<file path="src/pkg/pmbaf_pkg.sv">
// Shared constants, types and helpers of the strap-address bus front end
package pmbaf_pkg;
    localparam int unsigned CLK_HZ = 10_000_000;
    localparam int unsigned CYC_PER_US = CLK_HZ / 1_000_000;
    // Strap registration time after startup, in microseconds
    localparam int unsigned ADDR_REG_US = 1000;
    localparam int unsigned ADDR_REG_CYC = ADDR_REG_US * CYC_PER_US;
    // Clock-low timeout, lower bound, in microseconds
    localparam int unsigned TIMEOUT_US = 25000;
    localparam int unsigned TIMEOUT_CYC = TIMEOUT_US * CYC_PER_US;
    // Strap level coding: millivolts, 0 to 3300, sixteen bands
    localparam int unsigned LEVEL_W = 12;
    localparam int unsigned ADDR_SPAN_MV = 3300;
    localparam int unsigned NUM_BANDS = 16;
    localparam int unsigned BAND_UV = 206250;
    // Base target address; arbitrary value
    localparam logic [6:0] TGT_BASE_DEF = 7'h20;
    // Command codes
    localparam logic [7:0] CMD_OPERATION = 8'h01;
    localparam logic [7:0] CMD_OT_FAULT = 8'h4f;
    localparam logic [7:0] CMD_OT_WARN = 8'h51;
    localparam logic [7:0] CMD_VIN_OV_FAULT = 8'h55;
    localparam logic [7:0] CMD_VIN_OV_WARN = 8'h57;
    localparam logic [7:0] CMD_IIN_OC_FAULT = 8'h5b;
    localparam logic [7:0] CMD_IIN_OC_WARN = 8'h5d;
    localparam logic [7:0] CMD_TON_DELAY = 8'h60;
    localparam logic [7:0] CMD_DIS_FAULTS = 8'hd7;
    // Synchroniser lanes and their idle values
    localparam int unsigned SYN_N = 5;
    localparam int unsigned SYN_SCL = 0;
    localparam int unsigned SYN_SDA = 1;
    localparam int unsigned SYN_BIAS = 2;
    localparam int unsigned SYN_DIS = 3;
    localparam int unsigned SYN_UVLO = 4;
    localparam logic [4:0] SYN_RST = 5'h03;
    // Byte phases of a transfer
    localparam logic [1:0] PH_ADDR = 2'h0;
    localparam logic [1:0] PH_CMD = 2'h1;
    localparam logic [1:0] PH_DATA = 2'h2;

    typedef enum logic [2:0] {
        S_IDLE = 3'b000,
        S_RX = 3'b001,
        S_RXD = 3'b010,
        S_ACK = 3'b011,
        S_TX = 3'b100,
        S_TXD = 3'b101,
        S_MACK = 3'b110,
        S_TXL = 3'b111
    } pmbaf_state_e;

    function automatic logic is_limit_cmd(input logic [7:0] c);
        return c == CMD_OT_FAULT || c == CMD_OT_WARN ||
            c == CMD_VIN_OV_FAULT || c == CMD_VIN_OV_WARN ||
            c == CMD_IIN_OC_FAULT || c == CMD_IIN_OC_WARN ||
            c == CMD_TON_DELAY || c == CMD_DIS_FAULTS;
    endfunction

    function automatic logic [3:0] band_of(input logic [LEVEL_W-1:0] mv);
        logic [3:0] b;
        logic [31:0] uv;
        b = 4'h0;
        uv = 32'(mv) * 32'd1000;
        for (int unsigned i = 1; i < NUM_BANDS; i++)
        begin
            if (uv >= i * BAND_UV)
                b = 4'(i);
        end
        return b;
    endfunction
endpackage

</file>
<file path="src/pkg/pmbaf_strap_if.sv">
// Carrier for the latched target address
`timescale 1ns/1ps
interface pmbaf_strap_if;
    logic [6:0] tgt_addr;
    logic addr_valid;
    modport src (output tgt_addr, output addr_valid);
    modport snk (input tgt_addr, input addr_valid);
endinterface

</file>
<file path="src/rtl/pmbaf_frontend.sv">
// Two-wire management front end with strap address and write gating
`timescale 1ns/1ps
module pmbaf_frontend
    import pmbaf_pkg::*;
#(
    parameter int unsigned TMO_CYC = TIMEOUT_CYC,
    parameter int unsigned REG_CYC = ADDR_REG_CYC,
    parameter logic [6:0] TGT_BASE = TGT_BASE_DEF
)(
    input wire logic mclk,
    input wire logic sys_rst,
    input wire logic scl_i,
    input wire logic sda_i,
    output logic sda_o,
    output logic sda_oe,
    input wire logic aux_bias_supply,
    input wire logic module_disabled,
    input wire logic hi_below_uvlo,
    input wire logic [LEVEL_W-1:0] addr_level_mv,
    output logic [6:0] tgt_addr,
    output logic addr_valid,
    output logic [7:0] cmd_code,
    output logic [7:0] wr_data,
    output logic wr_stb,
    output logic rd_req,
    input wire logic [7:0] rd_data,
    output logic bus_busy
);
    localparam int unsigned TW = $clog2(TMO_CYC + 1);

    pmbaf_strap_if strap ();

    pmbaf_strap_latch #(
        .REG_CYC(REG_CYC),
        .TGT_BASE(TGT_BASE)
    ) u_strap (
        .mclk(mclk),
        .sys_rst(sys_rst),
        .addr_level_mv(addr_level_mv),
        .sp(strap)
    );

    // Pin synchronisers: a change counts once stages two and three agree
    logic [SYN_N-1:0] pin_in, s1_r, s2_r, s3_r, filt_r, filt_nxt, prev_r;
    assign pin_in = {hi_below_uvlo, module_disabled, aux_bias_supply,
        sda_i, scl_i};

    generate
        for (genvar g = 0; g < SYN_N; g++)
        begin : g_filt
            always_comb
            begin
                filt_nxt[g] = (s2_r[g] == s3_r[g]) ? s3_r[g] : filt_r[g];
            end
        end
    endgenerate

    always_ff @(posedge mclk or posedge sys_rst)
    begin
        if (sys_rst)
        begin
            s1_r <= SYN_RST;
            s2_r <= SYN_RST;
            s3_r <= SYN_RST;
            filt_r <= SYN_RST;
            prev_r <= SYN_RST;
        end
        else
        begin
            s1_r <= pin_in;
            s2_r <= s1_r;
            s3_r <= s2_r;
            filt_r <= filt_nxt;
            prev_r <= filt_r;
        end
    end

    logic scl_rise, scl_fall, start_c, stop_c, bias, write_ok;
    assign scl_rise = filt_r[SYN_SCL] & ~prev_r[SYN_SCL];
    assign scl_fall = ~filt_r[SYN_SCL] & prev_r[SYN_SCL];
    assign start_c = filt_r[SYN_SCL] & prev_r[SYN_SCL] & prev_r[SYN_SDA]
        & ~filt_r[SYN_SDA];
    assign stop_c = filt_r[SYN_SCL] & prev_r[SYN_SCL] & ~prev_r[SYN_SDA]
        & filt_r[SYN_SDA];
    assign bias = filt_r[SYN_BIAS];

    // Byte engine state
    pmbaf_state_e st_r, st_nxt;
    logic [2:0] bit_r, bit_nxt;
    logic [7:0] sh_r, sh_nxt, cmd_r, cmd_nxt, wd_r, wd_nxt;
    logic [1:0] ph_r, ph_nxt;
    logic rw_r, rw_nxt, oe_r, oe_nxt, ack_r, ack_nxt;
    logic stb_r, stb_nxt, rdq_r, rdq_nxt;

    // Write permission per command class
    always_comb
    begin
        if (cmd_r == CMD_OPERATION)
            write_ok = bias;
        else if (is_limit_cmd(cmd_r))
            write_ok = bias & filt_r[SYN_DIS] & filt_r[SYN_UVLO];
        else
            write_ok = 1'b1;
    end

    // Clock-low timeout counter
    logic [TW-1:0] tmo_r, tmo_nxt;
    logic tmo_hit;
    assign tmo_hit = ~filt_r[SYN_SCL] && tmo_r == TW'(TMO_CYC - 1);

    always_comb
    begin
        if (filt_r[SYN_SCL])
            tmo_nxt = '0;
        else if (tmo_hit)
            tmo_nxt = tmo_r;
        else
            tmo_nxt = tmo_r + TW'(1);
    end

    // Byte engine
    always_comb
    begin
        st_nxt = st_r;
        bit_nxt = bit_r;
        sh_nxt = sh_r;
        cmd_nxt = cmd_r;
        wd_nxt = wd_r;
        ph_nxt = ph_r;
        rw_nxt = rw_r;
        oe_nxt = oe_r;
        ack_nxt = ack_r;
        stb_nxt = 1'b0;
        rdq_nxt = 1'b0;
        if (tmo_hit || stop_c)
        begin
            st_nxt = S_IDLE;
            oe_nxt = 1'b0;
        end
        else if (start_c)
        begin
            st_nxt = S_RX;
            ph_nxt = PH_ADDR;
            bit_nxt = 3'h0;
            oe_nxt = 1'b0;
        end
        else
        begin
            case (st_r)
                S_RX:
                    if (scl_rise)
                    begin
                        sh_nxt = {sh_r[6:0], filt_r[SYN_SDA]};
                        bit_nxt = bit_r + 3'h1;
                        if (bit_r == 3'h7)
                            st_nxt = S_RXD;
                    end
                S_RXD:
                    if (scl_fall)
                    begin
                        st_nxt = S_ACK;
                        ack_nxt = 1'b0;
                        if (ph_r == PH_ADDR)
                        begin
                            // Fixed strap address only
                            if (strap.addr_valid &&
                                sh_r[7:1] == strap.tgt_addr)
                            begin
                                ack_nxt = 1'b1;
                                rw_nxt = sh_r[0];
                                rdq_nxt = sh_r[0];
                                ph_nxt = PH_CMD;
                            end
                        end
                        else if (ph_r == PH_CMD)
                        begin
                            ack_nxt = 1'b1;
                            cmd_nxt = sh_r;
                            ph_nxt = PH_DATA;
                        end
                        else if (write_ok)
                        begin
                            ack_nxt = 1'b1;
                            stb_nxt = 1'b1;
                            wd_nxt = sh_r;
                        end
                        oe_nxt = ack_nxt;
                    end
                S_ACK:
                    if (scl_fall)
                    begin
                        oe_nxt = 1'b0;
                        bit_nxt = 3'h0;
                        if (!ack_r)
                            st_nxt = S_IDLE;
                        else if (rw_r)
                        begin
                            st_nxt = S_TX;
                            sh_nxt = rd_data;
                            oe_nxt = ~rd_data[7];
                        end
                        else
                            st_nxt = S_RX;
                    end
                S_TX:
                    if (scl_rise)
                    begin
                        sh_nxt = {sh_r[6:0], 1'b0};
                        bit_nxt = bit_r + 3'h1;
                        if (bit_r == 3'h7)
                            st_nxt = S_TXD;
                    end
                    else if (scl_fall)
                        oe_nxt = ~sh_r[7];
                S_TXD:
                    if (scl_fall)
                    begin
                        oe_nxt = 1'b0;
                        st_nxt = S_MACK;
                    end
                S_MACK:
                    if (scl_rise)
                    begin
                        if (!filt_r[SYN_SDA])
                        begin
                            rdq_nxt = 1'b1;
                            st_nxt = S_TXL;
                        end
                        else
                            st_nxt = S_IDLE;
                    end
                S_TXL:
                    if (scl_fall)
                    begin
                        st_nxt = S_TX;
                        bit_nxt = 3'h0;
                        sh_nxt = rd_data;
                        oe_nxt = ~rd_data[7];
                    end
                default:
                    st_nxt = S_IDLE;
            endcase
        end
    end

    always_ff @(posedge mclk or posedge sys_rst)
    begin
        if (sys_rst)
        begin
            tmo_r <= '0;
            st_r <= S_IDLE;
            bit_r <= 3'h0;
            sh_r <= 8'h00;
            cmd_r <= 8'h00;
            wd_r <= 8'h00;
            ph_r <= PH_ADDR;
            rw_r <= 1'b0;
            oe_r <= 1'b0;
            ack_r <= 1'b0;
            stb_r <= 1'b0;
            rdq_r <= 1'b0;
        end
        else
        begin
            tmo_r <= tmo_nxt;
            st_r <= st_nxt;
            bit_r <= bit_nxt;
            sh_r <= sh_nxt;
            cmd_r <= cmd_nxt;
            wd_r <= wd_nxt;
            ph_r <= ph_nxt;
            rw_r <= rw_nxt;
            oe_r <= oe_nxt;
            ack_r <= ack_nxt;
            stb_r <= stb_nxt;
            rdq_r <= rdq_nxt;
        end
    end

    // Open-drain data pin; no alert output exists
    assign sda_o = 1'b0;
    assign sda_oe = oe_r;
    assign tgt_addr = strap.tgt_addr;
    assign addr_valid = strap.addr_valid;
    assign cmd_code = cmd_r;
    assign wr_data = wd_r;
    assign wr_stb = stb_r;
    assign rd_req = rdq_r;
    assign bus_busy = st_r != S_IDLE;
endmodule

</file>
<file path="src/rtl/pmbaf_strap_latch.sv">
// Startup sampling and latching of the strapped target address
`timescale 1ns/1ps
module pmbaf_strap_latch
    import pmbaf_pkg::*;
#(
    parameter int unsigned REG_CYC = ADDR_REG_CYC,
    parameter logic [6:0] TGT_BASE = TGT_BASE_DEF
)(
    input wire logic mclk,
    input wire logic sys_rst,
    input wire logic [LEVEL_W-1:0] addr_level_mv,
    pmbaf_strap_if.src sp
);
    localparam int unsigned CW = $clog2(REG_CYC + 1);
    logic [CW-1:0] cnt_r, cnt_nxt;
    logic lat_r, lat_nxt;
    logic [6:0] addr_r, addr_nxt;

    always_comb
    begin
        cnt_nxt = cnt_r;
        lat_nxt = lat_r;
        addr_nxt = addr_r;
        if (!lat_r)
        begin
            // Sample once at the end of registration time, then freeze
            if (cnt_r == CW'(REG_CYC - 1))
            begin
                lat_nxt = 1'b1;
                addr_nxt = TGT_BASE + {3'h0, band_of(addr_level_mv)};
            end
            else
                cnt_nxt = cnt_r + CW'(1);
        end
    end

    always_ff @(posedge mclk or posedge sys_rst)
    begin
        if (sys_rst)
        begin
            cnt_r <= '0;
            lat_r <= 1'b0;
            addr_r <= 7'h00;
        end
        else
        begin
            cnt_r <= cnt_nxt;
            lat_r <= lat_nxt;
            addr_r <= addr_nxt;
        end
    end

    assign sp.tgt_addr = addr_r;
    assign sp.addr_valid = lat_r;
endmodule

</file>
<file path="config.mk">
export PLATFORM = sky130hd
export DESIGN_NAME = pmbaf_frontend
export DESIGN_NICKNAME = d
export VERILOG_FILES = /design/src/pkg/pmbaf_pkg.sv /design/src/pkg/pmbaf_strap_if.sv /design/src/rtl/pmbaf_frontend.sv /design/src/rtl/pmbaf_strap_latch.sv
export SDC_FILE = /design/constraint.sdc
export NUM_CORES = 1
export LEC_CHECK = 0
export ABC_AREA = 1
export BUFFER_PORTS_ARGS = -buffer_cell sky130_fd_sc_hd__buf_4
export CAP_MARGIN = 20
export CORE_UTILIZATION = 60
export CTS_CLUSTER_DIAMETER = 200
export DETAILED_ROUTE_END_ITERATION = 10
export HOLD_SLACK_MARGIN = 0.12
export PLACE_DENSITY_LB_ADDON = 0.05
export SETUP_SLACK_MARGIN = 0.02
export SYNTH_ARGS = -nofsm -noshare
export SYNTH_HDL_FRONTEND = slang
export SYNTH_HIERARCHICAL = 1
export SYNTH_SLANG_ARGS = --single-unit
</file>
<file path="constraint.sdc">
create_clock -name mclk -period 3.2 [get_ports mclk]
set_input_delay 0.64 -clock mclk [delete_from_list [all_inputs] [get_ports mclk]]
set_output_delay 0.64 -clock mclk [all_outputs]
set_load 0.02 [all_outputs]
</file>
==> impl_metrics.env, run 1 <==
export IMPL_yosys_area_share_simple_pct=30.5
export IMPL_avgSynthCellArea_um2=7.68
export IMPL_die_w_um=118
export IMPL_vdd_ir_drop_max_mv=1.24
export IMPL_syn2layout_area_growth_pct=26.3
export IMPL_core_area_um2=13200
export IMPL_fin_nets=1335
export IMPL_path_class="primary input to flip-flop"
export IMPL_post_route_period_util_pct=150
export IMPL_status="finished, violations left"
export IMPL_synth_fa_ha_area_share_pct=17.7
export IMPL_track_usage_pct=29.4
export IMPL_drive_gt1_share_pct=30.3
export IMPL_drt_initial_drc_count=484
export IMPL_grt_pass1_wl_mm=33.2
export IMPL_cp_common_cell="nand2_1"
export IMPL_rr_startpoint="u_strap/cnt_r[0]"
export IMPL_max_slew_margin_pct=51.5
export IMPL_syn_area_um2=8100
export IMPL_hold_viol=0
export IMPL_detail_route_antenna_nets=0
export IMPL_layout_setup_ws_ns=-1.62
export IMPL_violations="setup timing"
export IMPL_cts_root_buffer="clkbuf_16"
export IMPL_path_clk_slew_ns=0.07
export IMPL_ys_types=54
export IMPL_netlist_instances=1055
export IMPL_hold_buffers=0
export IMPL_grt_overflow=0
export IMPL_clk_latency_ns=0.35
export IMPL_path_max_fanout=4
export IMPL_final_cells=1401
export IMPL_finalSetupViolations=4
export IMPL_crit_slowest_cell="fa_1"
export IMPL_p_per_area_nw_per_um2=1230
export IMPL_slowest_delay_ns=0.58
export IMPL_wl_mm=19.0
export IMPL_finalPower_uw=12600
export IMPL_clock_sinks=97
export IMPL_start_util_pct=61.4
export IMPL_critPathArrivalTime_ns=5.10
export IMPL_cts_max_level=3
export IMPL_cts_tree="done"
export IMPL_dieArea_um2=14000
export IMPL_finClkSkew_ns=0.00538
export IMPL_leakage_uw=0.00521
export IMPL_avgRoutedWirePerCell_um=13.5
export IMPL_drv_cap=0
export IMPL_reg2reg_to="u_strap/cnt_r[13]"
export IMPL_muxShareOfSynthArea_pct=0
export IMPL_crit_path_end_kind="flip-flop"
export IMPL_boundaryPins=56
export IMPL_port_buffers=52
export IMPL_fmax_mhz=208
export IMPL_synth_warnings=6
export IMPL_gp_congestion=0.932
export IMPL_rrSetupSlack_ns=0.78
export IMPL_synth_top_family_by_area="simple AND/OR/NAND/NOR gates"
export IMPL_rows=42
export IMPL_synth_area_leaders="dfrtp_1, nand2_1, fa_1, inv_1, ha_1"
export IMPL_hold_ws_ns=0.195
export IMPL_die_h_um=118
export IMPL_dpl_hpwl_mm=14.5
export IMPL_rsz0062_at_grt="true"
export IMPL_yosysSeqAreaShare_pct=30.1
export IMPL_synth_seq_cells=97
export IMPL_yosysTopAreaCell="dfrtp_1"
export IMPL_dp_cells=1371
export IMPL_cts_buffers=9
export IMPL_regArea_um2=2440
export IMPL_worstMarginPinSlew_ns=0.727
export IMPL_final_common_cell="nand2_1"
export IMPL_antenna_found_initial=0
export IMPL_routed_via_count=7229
export IMPL_ff2ff_path_depth=11
export IMPL_diodes=0
export IMPL_crit_required_ns=3.48
export IMPL_layout_common_cells="nand2_1, buf_4, inv_1"
export IMPL_grt_max_degree=42
export IMPL_nFillCells=964
export IMPL_grt_pass1_vias=7299
export IMPL_synth_compound_area_share_pct=8.01
export IMPL_start_kind="primary input"
export IMPL_yosysTopAreaCellShare_pct=26.9
export IMPL_route_detailed_drc=0
export IMPL_clk_path_buf_depth=2
export IMPL_period_minus_slack_ns=4.82
export IMPL_detail_route_first_pass_iterations=5
export IMPL_multi_input_area_um2=5250
export IMPL_slew_violations=0
export IMPL_synth_xor_area_share_pct=3.40
export IMPL_vias_per_cell=5.16
export IMPL_hp_class="primary input to asynchronous set/reset pin"
sequential cells by signal, summed over array words and instances (netlist names), 2 cells and up:
signal / flops
u_strap/sp.tgt_addr: 5
cmd_code: 8
filt_r: 5
wr_data: 8
tmo_r: 18
bit_r: 3
u_strap/cnt_r: 14
prev_r: 2
s2_r: 5
s1_r: 5
ph_r: 2
s3_r: 5
sh_r: 8
st_r: 3
metrics by stage:
stage               cell area, um2  setup slack (ns)  TNS (ns)  util [%]
finish                       10200             -1.62     -6.17      77.6
detailed placement            9510             -1.99     -7.45      72.1
floorplan                     8250             -1.57     -5.44         -
CTS                          10200             -1.54     -5.82      77.1
global placement              9510             -1.94     -7.27      72.1
global route                 10200             -2.01     -7.27      77.6
synth_stat cells, drive strengths merged:
library cell / instances
a2bb2oi: 2
maj3: 5
clkinv: 2
o31ai: 2
inv: 193
fa: 38
nand3b: 5
o21a: 1
nor3: 17
a32oi: 1
nand2: 292
o21bai: 2
conb: 2
nor2: 111
a31oi: 3
xor2: 15
buf: 7
xnor2: 10
nor4: 3
or2: 2
a221oi: 1
dfrtp: 87
a22oi: 2
o2111ai: 1
and3: 1
clkbuf: 3
a21oi: 30
and2: 3
dfstp: 10
o22a: 1
nor3b: 2
nand4: 20
a21boi: 1
nand3: 73
o21ai: 57
ha: 50
worst max-delay path: cells and delay by family:
kind	cells	cell delay (ns)
fa+ha+maj	5	2.27
simple gates	14	0.94
buf+inv	8	0.62
compound gates	3	0.41
xor+xnor	1	0.21
power breakdown:
group          switching [uW]  leakage (uW)  internal (uW)
sequential                214       0.00125           1430
clock                     486      0.000156            696
combinational            5460       0.00381           4300
total                    6160       0.00521           6420
per-layer routing:
layer	GRT usage, %	part of all wire [%]	up-vias
li1	-	-	3645
met5	0	0	-
met1	38.1	44	3368
met3	4.83	4.1	44
met4	8.89	2.1	0
met2	50.4	50	172
how the worst max path moves through the flow:
stage,start,to
finish,addr_level_mv[5],u_strap/sp.tgt_addr[0]
global route,addr_level_mv[6],u_strap/sp.tgt_addr[0]
CTS,addr_level_mv[6],u_strap/sp.tgt_addr[0]
detailed placement,addr_level_mv[3],u_strap/sp.tgt_addr[0]
global placement,addr_level_mv[3],u_strap/sp.tgt_addr[0]
floorplan,addr_level_mv[7],u_strap/sp.tgt_addr[0]
layout make-up:
cell class | instances | share of cell area, %
inverter | 195 | 7.37
multi-input combinational | 754 | 51.3
timing repair buffer | 163 | 12.2
sequential | 97 | 23.8
clock buffer | 10 | 2.24
clock inverter | 6 | 0.942
tap | 176 | 2.15
kinds of logic (layout without fill, tap and decap cells):
group	count (synthesis)	after routing
simple gates	529	529
buf+inv	205	374
compound gates	104	104
other cells	2	3
fa+ha+maj	93	93
flops	97	97
xor+xnor	25	25
what timing repair did:
action | 4_1_cts | 5_1_grt
cloned | 0 | 0
pin swaps | 41 | 5
gates resized for setup | 58 | 14
setup buffers | 13 | 1
setup endpoints to repair | 4 | 4
No activity file was read; power rests on OpenSTA's default activity.
==> run 2, diff against run 1 <==
--- a/config.mk
+++ b/config.mk
@@ -12,7 +12,7 @@
 export CTS_CLUSTER_DIAMETER = 200
 export DETAILED_ROUTE_END_ITERATION = 10
 export HOLD_SLACK_MARGIN = 0.12
-export PLACE_DENSITY_LB_ADDON = 0.05
+export PLACE_DENSITY = 0.84
 export SETUP_SLACK_MARGIN = 0.02
 export SYNTH_ARGS = -nofsm -noshare
 export SYNTH_HDL_FRONTEND = slang
==> run 2 against run 1 <==
The flow still finishes with violations (setup timing). First-iteration DRC count grew 29%. Die area unchanged. Critical path depth unchanged. Non-clock buffer count rose by 8. Wire length grew 5.6%. Register-to-register slack better by 0.07 ns. Fmax decreased by 0.74%. Clock power is 9% lower. Worst hold slack better by 0.12 ns. Total power is 0.47% higher. Count of clock-buffer cells in the layout did not move. Utilization about the same.
==> impl_metrics.env, run 2 (same netlist as run 1, synthesis figures left out) <==
export IMPL_cts_tree="done"
export IMPL_clock_sinks=97
export IMPL_gp_congestion=0.969
export IMPL_wl_met2_mm=10.1
export IMPL_antenna_found_initial=0
export IMPL_worstMarginPinSlew_ns=0.735
export IMPL_syn2layout_area_growth_pct=26.2
export IMPL_regArea_um2=2440
export IMPL_hold_viol=0
export IMPL_leakage_uw=0.00521
export IMPL_slowest_delay_ns=0.54
export IMPL_diodes=0
export IMPL_critPathArrivalTime_ns=5.14
export IMPL_finClkSkew_ns=0.00986
export IMPL_finalPower_uw=12600
export IMPL_layout_setup_ws_ns=-1.65
export IMPL_slew_violations=0
export IMPL_rows=42
export IMPL_cts_max_level=3
export IMPL_rsz0062_at_grt="true"
export IMPL_cp_common_cell="nand2_1"
export IMPL_reg_top3="tmo_r x18, u_strap/cnt_r x14"
export IMPL_period_minus_slack_ns=4.85
export IMPL_met3_length_um=910
export IMPL_grt_overflow=0
export IMPL_drt_initial_drc_count=622
export IMPL_violations="setup timing"
export IMPL_vdd_ir_drop_max_mv=0.867
export IMPL_dpl_hpwl_mm=14.9
export IMPL_start_util_pct=61.4
export IMPL_grt_max_degree=44
export IMPL_final_common_cell="nand2_1"
export IMPL_nFillCells=870
export IMPL_largest_reg_flops=18
export IMPL_clk_path_buf_depth=2
export IMPL_wl_mm=20.0
export IMPL_dp_cells=1373
export IMPL_layout_common_cells="nand2_1, buf_4, inv_1"
export IMPL_track_usage_pct=29.5
export IMPL_boundaryPins=56
export IMPL_path_max_fanout=5
export IMPL_crit_required_ns=3.49
export IMPL_drive_gt1_share_pct=30.7
export IMPL_die_h_um=118
export IMPL_fmax_mhz=206
export IMPL_status="finished, violations left"
export IMPL_grt_pass1_wl_mm=33.6
export IMPL_fin_setup_tns_ns=-6.19
export IMPL_finalSetupViolations=4
export IMPL_port_buffers=52
export IMPL_dieArea_um2=14000
export IMPL_route_detailed_drc=0
export IMPL_detail_route_antenna_nets=0
export IMPL_cts_buffers=9
export IMPL_rr_startpoint="u_strap/cnt_r[0]"
export IMPL_avgRoutedWirePerCell_um=14.2
export IMPL_detail_route_first_pass_iterations=5
export IMPL_final_cells=1409
export IMPL_multi_input_area_um2=5200
export IMPL_cts_root_buffer="clkbuf_16"
export IMPL_start_kind="primary input"
export IMPL_p_per_area_nw_per_um2=1240
export IMPL_final_core_util_pct=77.5
export IMPL_hp_class="primary input to asynchronous set/reset pin"
export IMPL_path_class="primary input to flip-flop"
export IMPL_top_layer="met4"
export IMPL_routed_via_count=7435
export IMPL_die_w_um=118
export IMPL_wl_met1_mm=8.43
export IMPL_hold_buffers=0
export IMPL_vias_per_cell=5.28
export IMPL_core_area_um2=13200
export IMPL_post_route_period_util_pct=152
export IMPL_drv_cap=0
export IMPL_ff2ff_path_depth=11
export IMPL_grt_pass1_vias=7357
export IMPL_path_clk_slew_ns=0.07
export IMPL_crit_path_end_kind="flip-flop"
export IMPL_fin_nets=1343
export IMPL_clk_latency_ns=0.35
export IMPL_rrSetupSlack_ns=0.85
export IMPL_crit_slowest_cell="fa_1"
export IMPL_largest_register="tmo_r"
export IMPL_max_slew_margin_pct=50.9
export IMPL_reg2reg_to="u_strap/cnt_r[13]"
## run 2: power by group
part           internal [uW]  switching, uW  leakage (uW)
sequential              1430            228       0.00125
clock                    565            503      0.000140
combinational           4350           5560       0.00383
## run 2: how the worst max path moves through the flow
stage,from,endpoint,cells past startpoint
3_5_place_dp,addr_level_mv[4],u_strap/sp.tgt_addr[0],33
2_1_floorplan,addr_level_mv[7],u_strap/sp.tgt_addr[0],34
4_1_cts,addr_level_mv[6],u_strap/sp.tgt_addr[0],35
5_1_grt,addr_level_mv[6],u_strap/sp.tgt_addr[0],34
3_3_place_gp,addr_level_mv[4],u_strap/sp.tgt_addr[0],33
6_report,addr_level_mv[5],u_strap/sp.tgt_addr[0],31
## run 2: through the flow
| stage | instance area (um2) | hold WS (ns) | worst slack, ns |
|---|---|---|---|
| 6_report | 10200 | 0.318 | -1.65 |
| 5_1_grt | 10200 | 0.356 | -2.00 |
| 3_3_place_gp | 9530 | 0.331 | -1.93 |
| 3_5_place_dp | 9530 | 0.336 | -1.99 |
| 2_1_floorplan | 8250 | 0.331 | -1.57 |
| 4_1_cts | 10000 | 0.325 | -1.55 |
## run 2: worst max-delay path: cells and delay by family
family          cells  cell delay, ns
compound gates      2            0.17
xor+xnor            1            0.27
fa+ha+maj           5            2.26
simple gates       19            1.42
buf+inv             4            0.41
## run 2: repair_timing
action | 4_1_cts | 5_1_grt
hold endpoints to repair | 0 | 0
pin swaps | 33 | 27
resized for setup | 29 | 40
setup endpoints to repair | 4 | 4
setup buffers | 12 | 8
## run 2: routing by layer
layer	GRT usage, %	vias up
met3	4.54	48
met5	0	-
met1	38.1	3513
met4	9.62	0
met2	50.7	221
li1	-	3653
## run 2: final cells by class
type,instances,area share (%)
timing repair buffer,171,12.9
clock inverter,6,0.538
tap,176,2.15
clock buffer,10,2.34
sequential,97,23.9
multi-input combinational,754,50.9
inverter,195,7.40
